## config.mk

```make
export PLATFORM = sky130hd
export DESIGN_NAME = caes_sequencer
export DESIGN_NICKNAME = d
export VERILOG_FILES = /design/src/hdl/caes_addr_gen.v /design/src/hdl/caes_prio_enc.v /design/src/hdl/caes_sequencer.v
export VERILOG_INCLUDE_DIRS = /design/src /design/src/hdl
export SDC_FILE = /design/constraint.sdc
export NUM_CORES = 1
export LEC_CHECK = 0
export BUFFER_PORTS_ARGS = -buffer_cell sky130_fd_sc_hd__buf_2
export CAP_MARGIN = 20
export CORE_MARGIN = 1
export CORE_UTILIZATION = 40
export DETAILED_ROUTE_END_ITERATION = 8
export PLACE_DENSITY = 0.6
export SYNTH_ARGS = -nofsm -noshare
export SYNTH_HDL_FRONTEND = slang
export SYNTH_SLANG_ARGS = --single-unit
export TNS_END_PERCENT = 20
```

## constraint.sdc

```tcl
create_clock -name sys_clk -period 2.5 [get_ports sys_clk]
set_clock_uncertainty 0.1 [all_clocks]
set_input_delay 0.25 -clock sys_clk [delete_from_list [all_inputs] [get_ports sys_clk]]
set_output_delay 0.25 -clock sys_clk [all_outputs]
set_load 0.01 [all_outputs]
```

## src/hdl/caes_consts.vh

```
// Constants for the address and exception sequencer.
// Assumes an 8-bit core with a 16-bit linear address space.
`ifndef CAES_CONSTS_VH
`define CAES_CONSTS_VH

// ----------------------------------------
// Address modes
// ----------------------------------------
`define CAES_AM_PAGE0      4'h0
`define CAES_AM_FULL       4'h1
`define CAES_AM_PAIR       4'h2
`define CAES_AM_PAIR_INC   4'h3
`define CAES_AM_PAIR_B     4'h4
`define CAES_AM_PAIR_B_INC 4'h5
`define CAES_AM_PAIR_W     4'h6
`define CAES_AM_STK_B      4'h7
`define CAES_AM_STK_W      4'h8

// ----------------------------------------
// Vectors, flag positions, timing
// ----------------------------------------
`define CAES_RESET_VEC_HI  16'hFFFE
`define CAES_RESET_VEC_LO  16'hFFFF
`define CAES_PAGE0_HIGH    8'h00
`define CAES_INC_ONE       16'h0001
`define CAES_MASK_BIT      3
`define CAES_RESET_CYCLES  3'h6
`define CAES_QUEUE_BYTES   2'h3
`define CAES_STACK_BYTES   3'h5

`endif

```

## src/hdl/caes_addr_gen.v

```verilog
// Effective-address generator for operand accesses.
// Assumes the instruction bytes and base registers are stable while used.
`timescale 1ns/10ps
`include "caes_consts.vh"

module caes_addr_gen (
  input  wire [3:0]  addrMode,    // Selected address mode
  input  wire [15:0] operandWord, // Instruction operand bytes, first byte high
  input  wire [15:0] indexPair,   // Upper and low index bytes
  input  wire [15:0] stackPtr,    // Stack pointer
  output reg  [15:0] effAddr,     // Operand address
  output reg         postInc      // Index pair is bumped after the fetch
);

  always @* begin
    effAddr = indexPair;
    postInc = 1'b0;
    case (addrMode)
      `CAES_AM_PAGE0:      effAddr = {`CAES_PAGE0_HIGH, operandWord[7:0]};
      `CAES_AM_FULL:       effAddr = operandWord;
      `CAES_AM_PAIR:       effAddr = indexPair;
      `CAES_AM_PAIR_INC: begin
        effAddr = indexPair;
        postInc = 1'b1;
      end
      `CAES_AM_PAIR_B:     effAddr = indexPair + {8'h00, operandWord[7:0]};
      `CAES_AM_PAIR_B_INC: begin
        effAddr = indexPair + {8'h00, operandWord[7:0]};
        postInc = 1'b1;
      end
      `CAES_AM_PAIR_W:     effAddr = indexPair + operandWord;
      `CAES_AM_STK_B:      effAddr = stackPtr + {8'h00, operandWord[7:0]};
      `CAES_AM_STK_W:      effAddr = stackPtr + operandWord;
      default:             effAddr = indexPair;
    endcase
  end

endmodule

```

## src/hdl/caes_prio_enc.v

```verilog
// Priority picker for pending interrupt requests.
// Assumes request bit 0 has the highest priority.
`timescale 1ns/10ps

module caes_prio_enc (
  input  wire [7:0] reqLines, // Pending requests
  output reg  [2:0] winIdx,   // Index of highest-priority request
  output reg        anyReq    // Some request pending
);

  integer i;

  always @* begin
    winIdx = 3'h0;
    anyReq = 1'b0;
    for (i = 7; i >= 0; i = i - 1) begin
      if (reqLines[i]) begin
        winIdx = i[2:0];
        anyReq = 1'b1;
      end
    end
  end

endmodule

```

## src/hdl/caes_sequencer.v

```verilog
// Notes on behaviour
// - Page-zero address is zero high byte above the instruction byte.
// - Full address comes from two program bytes, high byte first.
// - Pair-base address is the index pair itself, no offset.
// - Post-increment modes add one to the index pair after operand fetch.
// - Pair-byte-offset adds a zero-extended byte to the index pair.
// - Pair-word-offset adds a 16-bit offset to the index pair.
// - Stack-byte-offset adds a zero-extended byte to the stack pointer.
// - Stack-word-offset adds a 16-bit offset to the stack pointer.
// - Any reset abandons current activity at once.
// - After reset, six cycles fetch vector from top two addresses and fill queue.
// - Interrupts wait for instruction end, vector by priority latched at start.
// - Stack counter low, counter high, low index, working register, flags in order.
// - Then set mask, fetch vector high, low, one free cycle, three bytes.
// - Upper index byte is never stacked by the sequence.
// - Software trap runs the same sequence but ignores the mask flag.
// - Wait clears mask, stops clocks; interrupt or reset restarts them.
// - Debug entry command during wait restarts clocks into background mode.
// - Stop may keep a minimal clock set for an internal periodic wake.
// - With debug enabled oscillator runs in stop; debug entry wakes it.
// - Debug halt enters background; only reset or host resume commands leave.
// - The mask flag sits at bit 3 of the flags register.
//
// Top of the address and exception sequencer: drives the memory bus for
// reset, interrupt and trap, and sequences wait, stop and background entry.
// Assumes the datapath holds registers and the bus answers reads the next cycle.
// Assumes the datapath applies the bump, pointer and counter loads.
`timescale 1ns/10ps
`include "caes_consts.vh"

module caes_sequencer (
  input  wire        sys_clk,      // 100 MHz clock
  input  wire        reset_n,      // Async reset, any source, active low
  input  wire        srcDone,      // Reset source determination finished
  input  wire        resetPin_n,   // External reset pin level
  input  wire        instrEnd,     // Datapath at an instruction boundary
  input  wire        opFetch,      // Operand fetch cycle of current instruction
  input  wire [3:0]  addrMode,     // Operand address mode
  input  wire [15:0] operandWord,  // Operand bytes from instruction
  input  wire [15:0] indexPair,    // Upper and low index bytes
  input  wire [15:0] stackPtr,     // Stack pointer
  input  wire [15:0] progCounter,  // Return address
  input  wire [7:0]  workReg,      // Working register
  input  wire [7:0]  flagsReg,     // Condition flags register
  input  wire [7:0]  irqReq,       // Interrupt requests, bit 0 highest
  input  wire        trapOp,       // Software trap instruction decoded
  input  wire        waitOp,       // Wait instruction decoded
  input  wire        stopOp,       // Stop instruction decoded
  input  wire        haltOp,       // Debug halt instruction decoded
  input  wire        debugEntryCmd,// Debug entry command from host
  input  wire        resumeCmd,    // Resume, single step or tagged resume
  input  wire        debugModeEn,  // Debug mode enable bit
  input  wire        keepClkStop,  // Keep minimal clocks in stop
  input  wire        periodicWake, // Internal periodic wake signal
  input  wire        extWake,      // External wake-up
  input  wire [7:0]  busRdata,     // Read data from memory bus
  output reg  [15:0] busAddr_r,    // Memory bus address
  output reg  [7:0]  busWdata_r,   // Memory bus write data
  output reg         busRd_r,      // Read strobe
  output reg         busWr_r,      // Write strobe
  output reg  [15:0] effAddr_r,    // Registered operand address
  output reg         indexInc_r,   // Pulse: bump the index pair by one
  output reg  [15:0] newIndex_r,   // Index pair value after the bump
  output reg  [15:0] newPc_r,      // Vector target loaded into counter
  output reg         pcLoad_r,     // Pulse: load newPc_r
  output reg         maskSet_r,    // Pulse: set flags bit 3
  output reg         maskClr_r,    // Pulse: clear flags bit 3
  output reg  [7:0]  spDec_r,      // Bytes pushed in the sequence
  output reg         cpuClkEn_r,   // CPU clock enable
  output reg         oscEn_r,      // Oscillator enable
  output reg         minClkEn_r,   // Minimal clock set enable
  output reg         bgActive_r,   // Active background mode
  output reg         seqBusy_r     // Sequence in progress
);

  // ----------------------------------------
  // States
  // ----------------------------------------
  localparam [3:0] ST_RST   = 4'h0;
  localparam [3:0] ST_RVEC  = 4'h1;
  localparam [3:0] ST_RUN   = 4'h2;
  localparam [3:0] ST_PUSH  = 4'h3;
  localparam [3:0] ST_VECHI = 4'h4;
  localparam [3:0] ST_VECLO = 4'h5;
  localparam [3:0] ST_FREE  = 4'h6;
  localparam [3:0] ST_QUEUE = 4'h7;
  localparam [3:0] ST_WAIT  = 4'h8;
  localparam [3:0] ST_STOP  = 4'h9;
  localparam [3:0] ST_DEBUG_HALT_INSTRUCTION  = 4'hA;

  // Trap vector sits above the interrupt vectors, two bytes each.
  localparam [15:0] TRAP_VEC = 16'hFFFC;
  localparam [15:0] IRQ_BASE = 16'hFFEC;

  reg  [3:0]  state_r;
  reg  [2:0]  cnt_r;
  reg  [15:0] vecAddr_r;
  // Frozen at the boundary so all pushes see one set
  reg  [15:0] retPc_r;
  reg  [7:0]  savX_r;
  reg  [7:0]  savA_r;
  reg  [7:0]  savF_r;

  wire [15:0] effAddr;
  wire        postInc;
  wire [2:0]  winIdx;
  wire        anyReq;
  // Live mask: a clear counts from the next boundary
  wire        maskOn = flagsReg[`CAES_MASK_BIT];
  wire        irqTake = anyReq & ~maskOn;

  // ----------------------------------------
  // Operand address and request priority
  // ----------------------------------------
  caes_addr_gen uAddr (
    .addrMode    (addrMode),
    .operandWord (operandWord),
    .indexPair   (indexPair),
    .stackPtr    (stackPtr),
    .effAddr     (effAddr),
    .postInc     (postInc)
  );

  caes_prio_enc uPrio (
    .reqLines (irqReq),
    .winIdx   (winIdx),
    .anyReq   (anyReq)
  );

  // ----------------------------------------
  // Push byte select
  // ----------------------------------------
  reg [7:0] pushByte;
  always @* begin
    case (cnt_r)
      3'h0:    pushByte = retPc_r[7:0];
      3'h1:    pushByte = retPc_r[15:8];
      3'h2:    pushByte = savX_r;
      3'h3:    pushByte = savA_r;
      3'h4:    pushByte = savF_r;
      default: pushByte = 8'h00;
    endcase
  end

  // ----------------------------------------
  // Sequencer
  // ----------------------------------------
  always @(posedge sys_clk or negedge reset_n) begin
    if (!reset_n) begin
      state_r    <= ST_RST;
      cnt_r      <= 3'h0;
      vecAddr_r  <= 16'h0000;
      retPc_r    <= 16'h0000;
      savX_r     <= 8'h00;
      savA_r     <= 8'h00;
      savF_r     <= 8'h00;
      busAddr_r  <= 16'h0000;
      busWdata_r <= 8'h00;
      busRd_r    <= 1'b0;
      busWr_r    <= 1'b0;
      effAddr_r  <= 16'h0000;
      indexInc_r <= 1'b0;
      newIndex_r <= 16'h0000;
      newPc_r    <= 16'h0000;
      pcLoad_r   <= 1'b0;
      maskSet_r  <= 1'b0;
      maskClr_r  <= 1'b0;
      spDec_r    <= 8'h00;
      cpuClkEn_r <= 1'b1;
      oscEn_r    <= 1'b1;
      minClkEn_r <= 1'b0;
      bgActive_r <= 1'b0;
      seqBusy_r  <= 1'b1;
    end else begin
      busRd_r    <= 1'b0;
      busWr_r    <= 1'b0;
      indexInc_r <= 1'b0;
      pcLoad_r   <= 1'b0;
      maskSet_r  <= 1'b0;
      maskClr_r  <= 1'b0;
      effAddr_r  <= effAddr;

      // Registered every cycle; only the bump is gated
      if (opFetch && postInc) begin
        indexInc_r <= 1'b1;
        newIndex_r <= indexPair + `CAES_INC_ONE;
      end

      case (state_r)
        ST_RST: begin
          // Held until source check is done and the pin has let go
          if (srcDone && resetPin_n) begin
            state_r <= ST_RVEC;
            cnt_r   <= 3'h0;
          end
        end

        ST_RVEC: begin
          // Bytes land two cycles after the strobe; last slot idles
          cnt_r <= cnt_r + 3'h1;
          if (cnt_r == 3'h0) begin
            busAddr_r <= `CAES_RESET_VEC_HI;
            busRd_r   <= 1'b1;
          end else if (cnt_r == 3'h1) begin
            busAddr_r <= `CAES_RESET_VEC_LO;
            busRd_r   <= 1'b1;
          end else if (cnt_r == 3'h2) begin
            newPc_r[15:8] <= busRdata;
          end else if (cnt_r == 3'h3) begin
            newPc_r[7:0] <= busRdata;
            pcLoad_r     <= 1'b1;
            busAddr_r    <= {newPc_r[15:8], busRdata};
            busRd_r      <= 1'b1;
          end else begin
            busAddr_r <= busAddr_r + `CAES_INC_ONE;
            busRd_r   <= (cnt_r != `CAES_RESET_CYCLES - 3'h1);
          end
          if (cnt_r == `CAES_RESET_CYCLES - 3'h1) begin
            state_r   <= ST_RUN;
            seqBusy_r <= 1'b0;
          end
        end

        ST_RUN: begin
          // Halt, then trap, then request, then wait, then stop
          if (instrEnd) begin
            retPc_r <= progCounter;
            savX_r  <= indexPair[7:0];
            savA_r  <= workReg;
            savF_r  <= flagsReg;
            cnt_r   <= 3'h0;
            if (haltOp) begin
              state_r    <= ST_DEBUG_HALT_INSTRUCTION;
              bgActive_r <= 1'b1;
            end else if (trapOp) begin
              vecAddr_r <= TRAP_VEC;
              state_r   <= ST_PUSH;
              seqBusy_r <= 1'b1;
            end else if (irqTake) begin
              // Priority frozen here for the whole sequence
              vecAddr_r <= IRQ_BASE - {12'h000, winIdx, 1'b0};
              state_r   <= ST_PUSH;
              seqBusy_r <= 1'b1;
            end else if (waitOp) begin
              maskClr_r  <= 1'b1;
              cpuClkEn_r <= 1'b0;
              state_r    <= ST_WAIT;
            end else if (stopOp) begin
              cpuClkEn_r <= 1'b0;
              oscEn_r    <= debugModeEn;
              minClkEn_r <= keepClkStop & ~debugModeEn;
              state_r    <= ST_STOP;
            end
          end
        end

        ST_PUSH: begin
          // Stack grows downward; the datapath moves the pointer
          busAddr_r  <= stackPtr - {13'h0000, cnt_r};
          busWdata_r <= pushByte;
          busWr_r    <= 1'b1;
          cnt_r      <= cnt_r + 3'h1;
          if (cnt_r == `CAES_STACK_BYTES - 3'h1) begin
            spDec_r   <= {5'h00, `CAES_STACK_BYTES};
            maskSet_r <= 1'b1;
            state_r   <= ST_VECHI;
          end
        end

        ST_VECHI: begin
          busAddr_r <= vecAddr_r;
          busRd_r   <= 1'b1;
          state_r   <= ST_VECLO;
        end

        ST_VECLO: begin
          busAddr_r <= vecAddr_r + `CAES_INC_ONE;
          busRd_r   <= 1'b1;
          state_r   <= ST_FREE;
        end

        ST_FREE: begin
          // High byte arrives here; bus left idle for one cycle
          newPc_r[15:8] <= busRdata;
          state_r       <= ST_QUEUE;
          cnt_r         <= 3'h0;
        end

        ST_QUEUE: begin
          // First read leaves as the low vector byte lands
          cnt_r <= cnt_r + 3'h1;
          if (cnt_r == 3'h0) begin
            newPc_r[7:0] <= busRdata;
            pcLoad_r     <= 1'b1;
            busAddr_r    <= {newPc_r[15:8], busRdata};
            busRd_r      <= 1'b1;
          end else begin
            busAddr_r <= busAddr_r + `CAES_INC_ONE;
            busRd_r   <= 1'b1;
          end
          if (cnt_r == {1'b0, `CAES_QUEUE_BYTES} - 3'h1) begin
            state_r   <= ST_RUN;
            seqBusy_r <= 1'b0;
          end
        end

        ST_WAIT: begin
          // No mask test: the wait cleared the mask
          if (debugEntryCmd) begin
            cpuClkEn_r <= 1'b1;
            bgActive_r <= 1'b1;
            state_r    <= ST_DEBUG_HALT_INSTRUCTION;
          end else if (anyReq) begin
            cpuClkEn_r <= 1'b1;
            state_r    <= ST_RUN;
          end
        end

        ST_STOP: begin
          // Debug entry is refused unless the oscillator ran
          if (debugEntryCmd && debugModeEn) begin
            cpuClkEn_r <= 1'b1;
            oscEn_r    <= 1'b1;
            minClkEn_r <= 1'b0;
            bgActive_r <= 1'b1;
            state_r    <= ST_DEBUG_HALT_INSTRUCTION;
          end else if (extWake || anyReq || (minClkEn_r && periodicWake)) begin
            cpuClkEn_r <= 1'b1;
            oscEn_r    <= 1'b1;
            minClkEn_r <= 1'b0;
            state_r    <= ST_RUN;
          end
        end

        ST_DEBUG_HALT_INSTRUCTION: begin
          if (resumeCmd) begin
            bgActive_r <= 1'b0;
            state_r    <= ST_RUN;
          end
        end

        default: state_r <= ST_RST;
      endcase
    end
  end

endmodule

```

==> flow_metrics.py <==
metrics = {
    "power": {
        "p_per_area_mw_per_mm2": 893,
        "finalPower_uw": 11500,
        "vdd_drop_max_v": 0.000535,
        "p_leak_uw": 0.00587,
    },
    "cts": {
        "insertion_delay_ns": 0.43,
        "clockBufferDepth": 2,
        "cts_root_buf": "clkbuf_16",
        "cts.htree.levels": 4,
        "cts_made_buffers": 17,
        "cts_tree": "done",
        "cts_num_sinks": 137,
        "clkSlewWorstSetupHoldPaths_ns": 0.07,
    },
    "sta": {
        "fin_crit_sh": 1.01,
        "fmax_ghz": 0.398,
        "hold_ws_ns": 0.0164,
        "finalSetupViolCount": 1,
        "worst_slew_pin_slew_ns": 0.629,
        "rsz0062_at_grt": "true",
        "period_needed_ns": 2.51,
        "final.setup.worst_slack_ns": -0.0144,
        "slew_headroom": 0.570,
        "slew_violations": 0,
        "finalHoldViolations": 0,
    },
    "critical_path": {
        "cp.required_ns": 2.72,
        "critPathCaptureType": "flip-flop",
        "startpoint_type": "flip-flop",
        "worstSetupPathType": "reg -> reg",
        "path_cells": "ha_1 > inv_1 > fa_2 > a21o_1 > or4_4 > nor2_4 > mux2i_2 > nand3_1 > o22a_2",
        "worstPathArrival_ns": 2.73,
        "crit_path_max_fanout": 3,
        "max_stage_delay_ns": 0.52,
        "crit_slowest_cell": "or4_4",
    },
    "place": {
        "pre_cts_ws_ns": -0.545,
        "hpwl_mm": 22.6,
        "gp_congestion": 0.949,
        "port_buffers": 200,
        "placed_area_mm2": 0.0117,
    },
    "drt": {
        "wl_met3_mm": 1.70,
        "vias": 9041,
        "drt_iter0_markers": 569,
        "drt-wirelength-per-cell_um": 17.9,
        "top_layer": "met4",
        "drc_errors": 0,
        "first_pass_iters": 5,
        "ant_nets": 0,
        "routed_wl_mm": 29.6,
        "wl_met1_mm": 13.3,
        "drt-vias-per-instance": 5.47,
        "route.met2.wl_mm": 14.0,
    },
    "synthesis": {
        "synth_top_family_by_area": "compound AO/OA/AOI/OAI gates",
        "ys_seq_elements": 137,
        "synthMuxAreaShare": 0.131,
        "yosysSeqAreaShare": 0.366,
        "async_flop_share": 1.00,
        "syn_avg_cell_area_um2": 9.47,
        "synth_edf_count": 0,
        "yosys_warnings": 0,
        "ys_types": 71,
        "synthXorXnorAreaFrac": 0.0644,
        "synth_compound_area_frac": 0.185,
        "synthCells": 990,
        "synth-simple-area-share": 0.153,
        "syn_area_mm2": 0.00938,
        "synth_top_flop_cell": "dfrtp_1",
        "synthAdderAreaFrac": 0.0598,
    },
    "grt": {
        "gr-usage-all-layers": 0.248,
        "grt_pass1_wl_mm": 46.4,
        "grt_start_max_net_pins": 57,
        "antenna_found_initial": 0,
        "grt_pass1_vias": 8837,
        "grt_remaining_overflow": 0,
    },
    "cells_and_area": {
        "multi_input_area_mm2": 0.00583,
        "nNetsFinal": 1486,
        "diodes": 0,
        "layout_commonest_cell": "buf_2",
        "areaGrowthSynthToFinish_pct": 36.8,
        "postLayoutCoreUtil": 0.562,
        "design_area_mm2": 0.0128,
        "drive_above_1_share": 0.375,
        "fillers": 2137,
        "seq_area_mm2": 0.00343,
        "mostFrequentLayoutCells": "buf_2, dfrtp_1, buf_4, mux2_2, nand2_1",
    },
    "job": {
        "drv_cap": 0,
    },
    "die": {
        "core_region_area_mm2": 0.0228,
        "die_w_um": 155,
        "die_y_um": 155,
        "dieArea_mm2": 0.0241,
        "start_util": 0.410,
        "io_pins": 207,
        "num_rows": 55,
    },
    "worst_hold_path": {
        "hold_class": "in -> reg",
    },
    "outcome": {
        "status": "finished with violations",
        "failed_checks": "setup timing",
    },
}
==> cells in the mapped netlist, drive strengths merged, types with 6 or more instances <==
library cell / count / area [um^2]
nor2b: 11 / 68.8
nor4: 12 / 75.1
dfrtp: 134 / 3350
nand3: 29 / 145
mux2: 88 / 991
nand3b: 8 / 60.1
or3: 7 / 43.8
a211oi: 7 / 52.6
o211ai: 16 / 120
a22o: 12 / 105
a222oi: 19 / 190
mux2i: 24 / 240
o21ai: 53 / 265
nand4: 6 / 43.8
o221ai: 11 / 96.3
xor2: 38 / 333
a31oi: 7 / 43.8
nor2: 79 / 304
a221oi: 6 / 52.6
clkbuf: 27 / 101
xnor2: 31 / 272
ha: 40 / 500
inv: 34 / 128
a21o: 11 / 82.6
a22oi: 7 / 52.6
buf: 29 / 148
a21oi: 58 / 290
nand2b: 9 / 56.3
nor3: 16 / 80.1
nand2: 80 / 300
==> flip-flops by register name, summed over array words and instances, names as in the netlist, 6 cells and up <==
name / flops
newPc_r: 16
vecAddr_r: 6
savF_r: 8
busWdata_r: 8
newIndex_r: 16
retPc_r: 16
busAddr_r: 16
savX_r: 8
effAddr_r: 16
savA_r: 8
==> critical path: cells and delay by family, from the launching register on <==
kind / cells / cell delay (ns)
flip-flops: 1 / 0.35
multiplexers: 1 / 0.25
buffers and inverters: 1 / 0.06
adder cells (fa/ha/maj): 2 / 0.50
AO/OA/AOI/OAI: 2 / 0.42
AND/OR/NAND/NOR: 3 / 0.73
==> final timing paths <==
kind / startpoint / end / slack, ns / depth (start not counted)
worst max-delay path: cnt_r[0] / busAddr_r[14] / -0.01 / 9
worst min-delay path: busRdata[2] / newPc_r[10] / 0.02 / 2
worst max register to register: cnt_r[0] / busAddr_r[14] / -0.01 / 9
worst min register to register: bgActive_r / bgActive_r / 0.38 / 1
max in group asynchronous: reset_n / effAddr_r[3] / 1.40 / 3
min in group asynchronous: reset_n / minClkEn_r / 0.25 / 2
==> per-stage QoR <==
step / setup TNS (ns) / instances
6_report: -0.0144 / 1652
5_1_grt: -0.469 / 1652
4_1_cts: -0.0640 / 1650
3_5_place_dp: -5.51 / 1581
3_3_place_gp: -5.02 / 1581
2_1_floorplan: -4.93 / 995
==> metal layers <==
metal / vias to the layer above / track usage
met2: 316 / 0.409
met3: 45 / 0.0435
li1: 4339 / -
met4: 0 / 0.0830
met1: 4341 / 0.328
met5: - / 0
==> cell type report <==
class                           instances  share of cell area
Multi-Input combinational cell        768               0.455
Clock buffer                           17              0.0332
Tap cell                              313              0.0305
Sequential cell                       137               0.268
Clock inverter                         14              0.0120
Timing Repair Buffer                  369               0.192
Inverter                               34             0.00995
==> where the power goes <==
group          leakage, uW  internal, uW  switching, uW
clock             0.000286          1420           1160
sequential         0.00165          3040            597
combinational      0.00393          2520           2730
==> logic make-up (layout without fill, tap and decap cells) <==
family,Yosys count,after routing
multiplexers,112,112
AND/OR/NAND/NOR,289,289
other,1,6
flip-flops,137,137
buffers and inverters,90,434
adder cells (fa/ha/maj),43,43
XOR/XNOR,69,69
AO/OA/AOI/OAI,249,249
==> repair_timing <==
| item | 4_1_cts | 5_1_grt |
|---|---|---|
| hold buffers | 37 | 0 |
| pin swaps | 2 | 11 |
| gates resized for setup | 8 | 31 |
| endpoints found under the setup margin | 7 | 24 |
| cloned | 0 | 0 |
| setup buffers | 1 | 2 |
| endpoints found under the hold margin | 88 | 0 |
(Power assumes the default switching activity.)
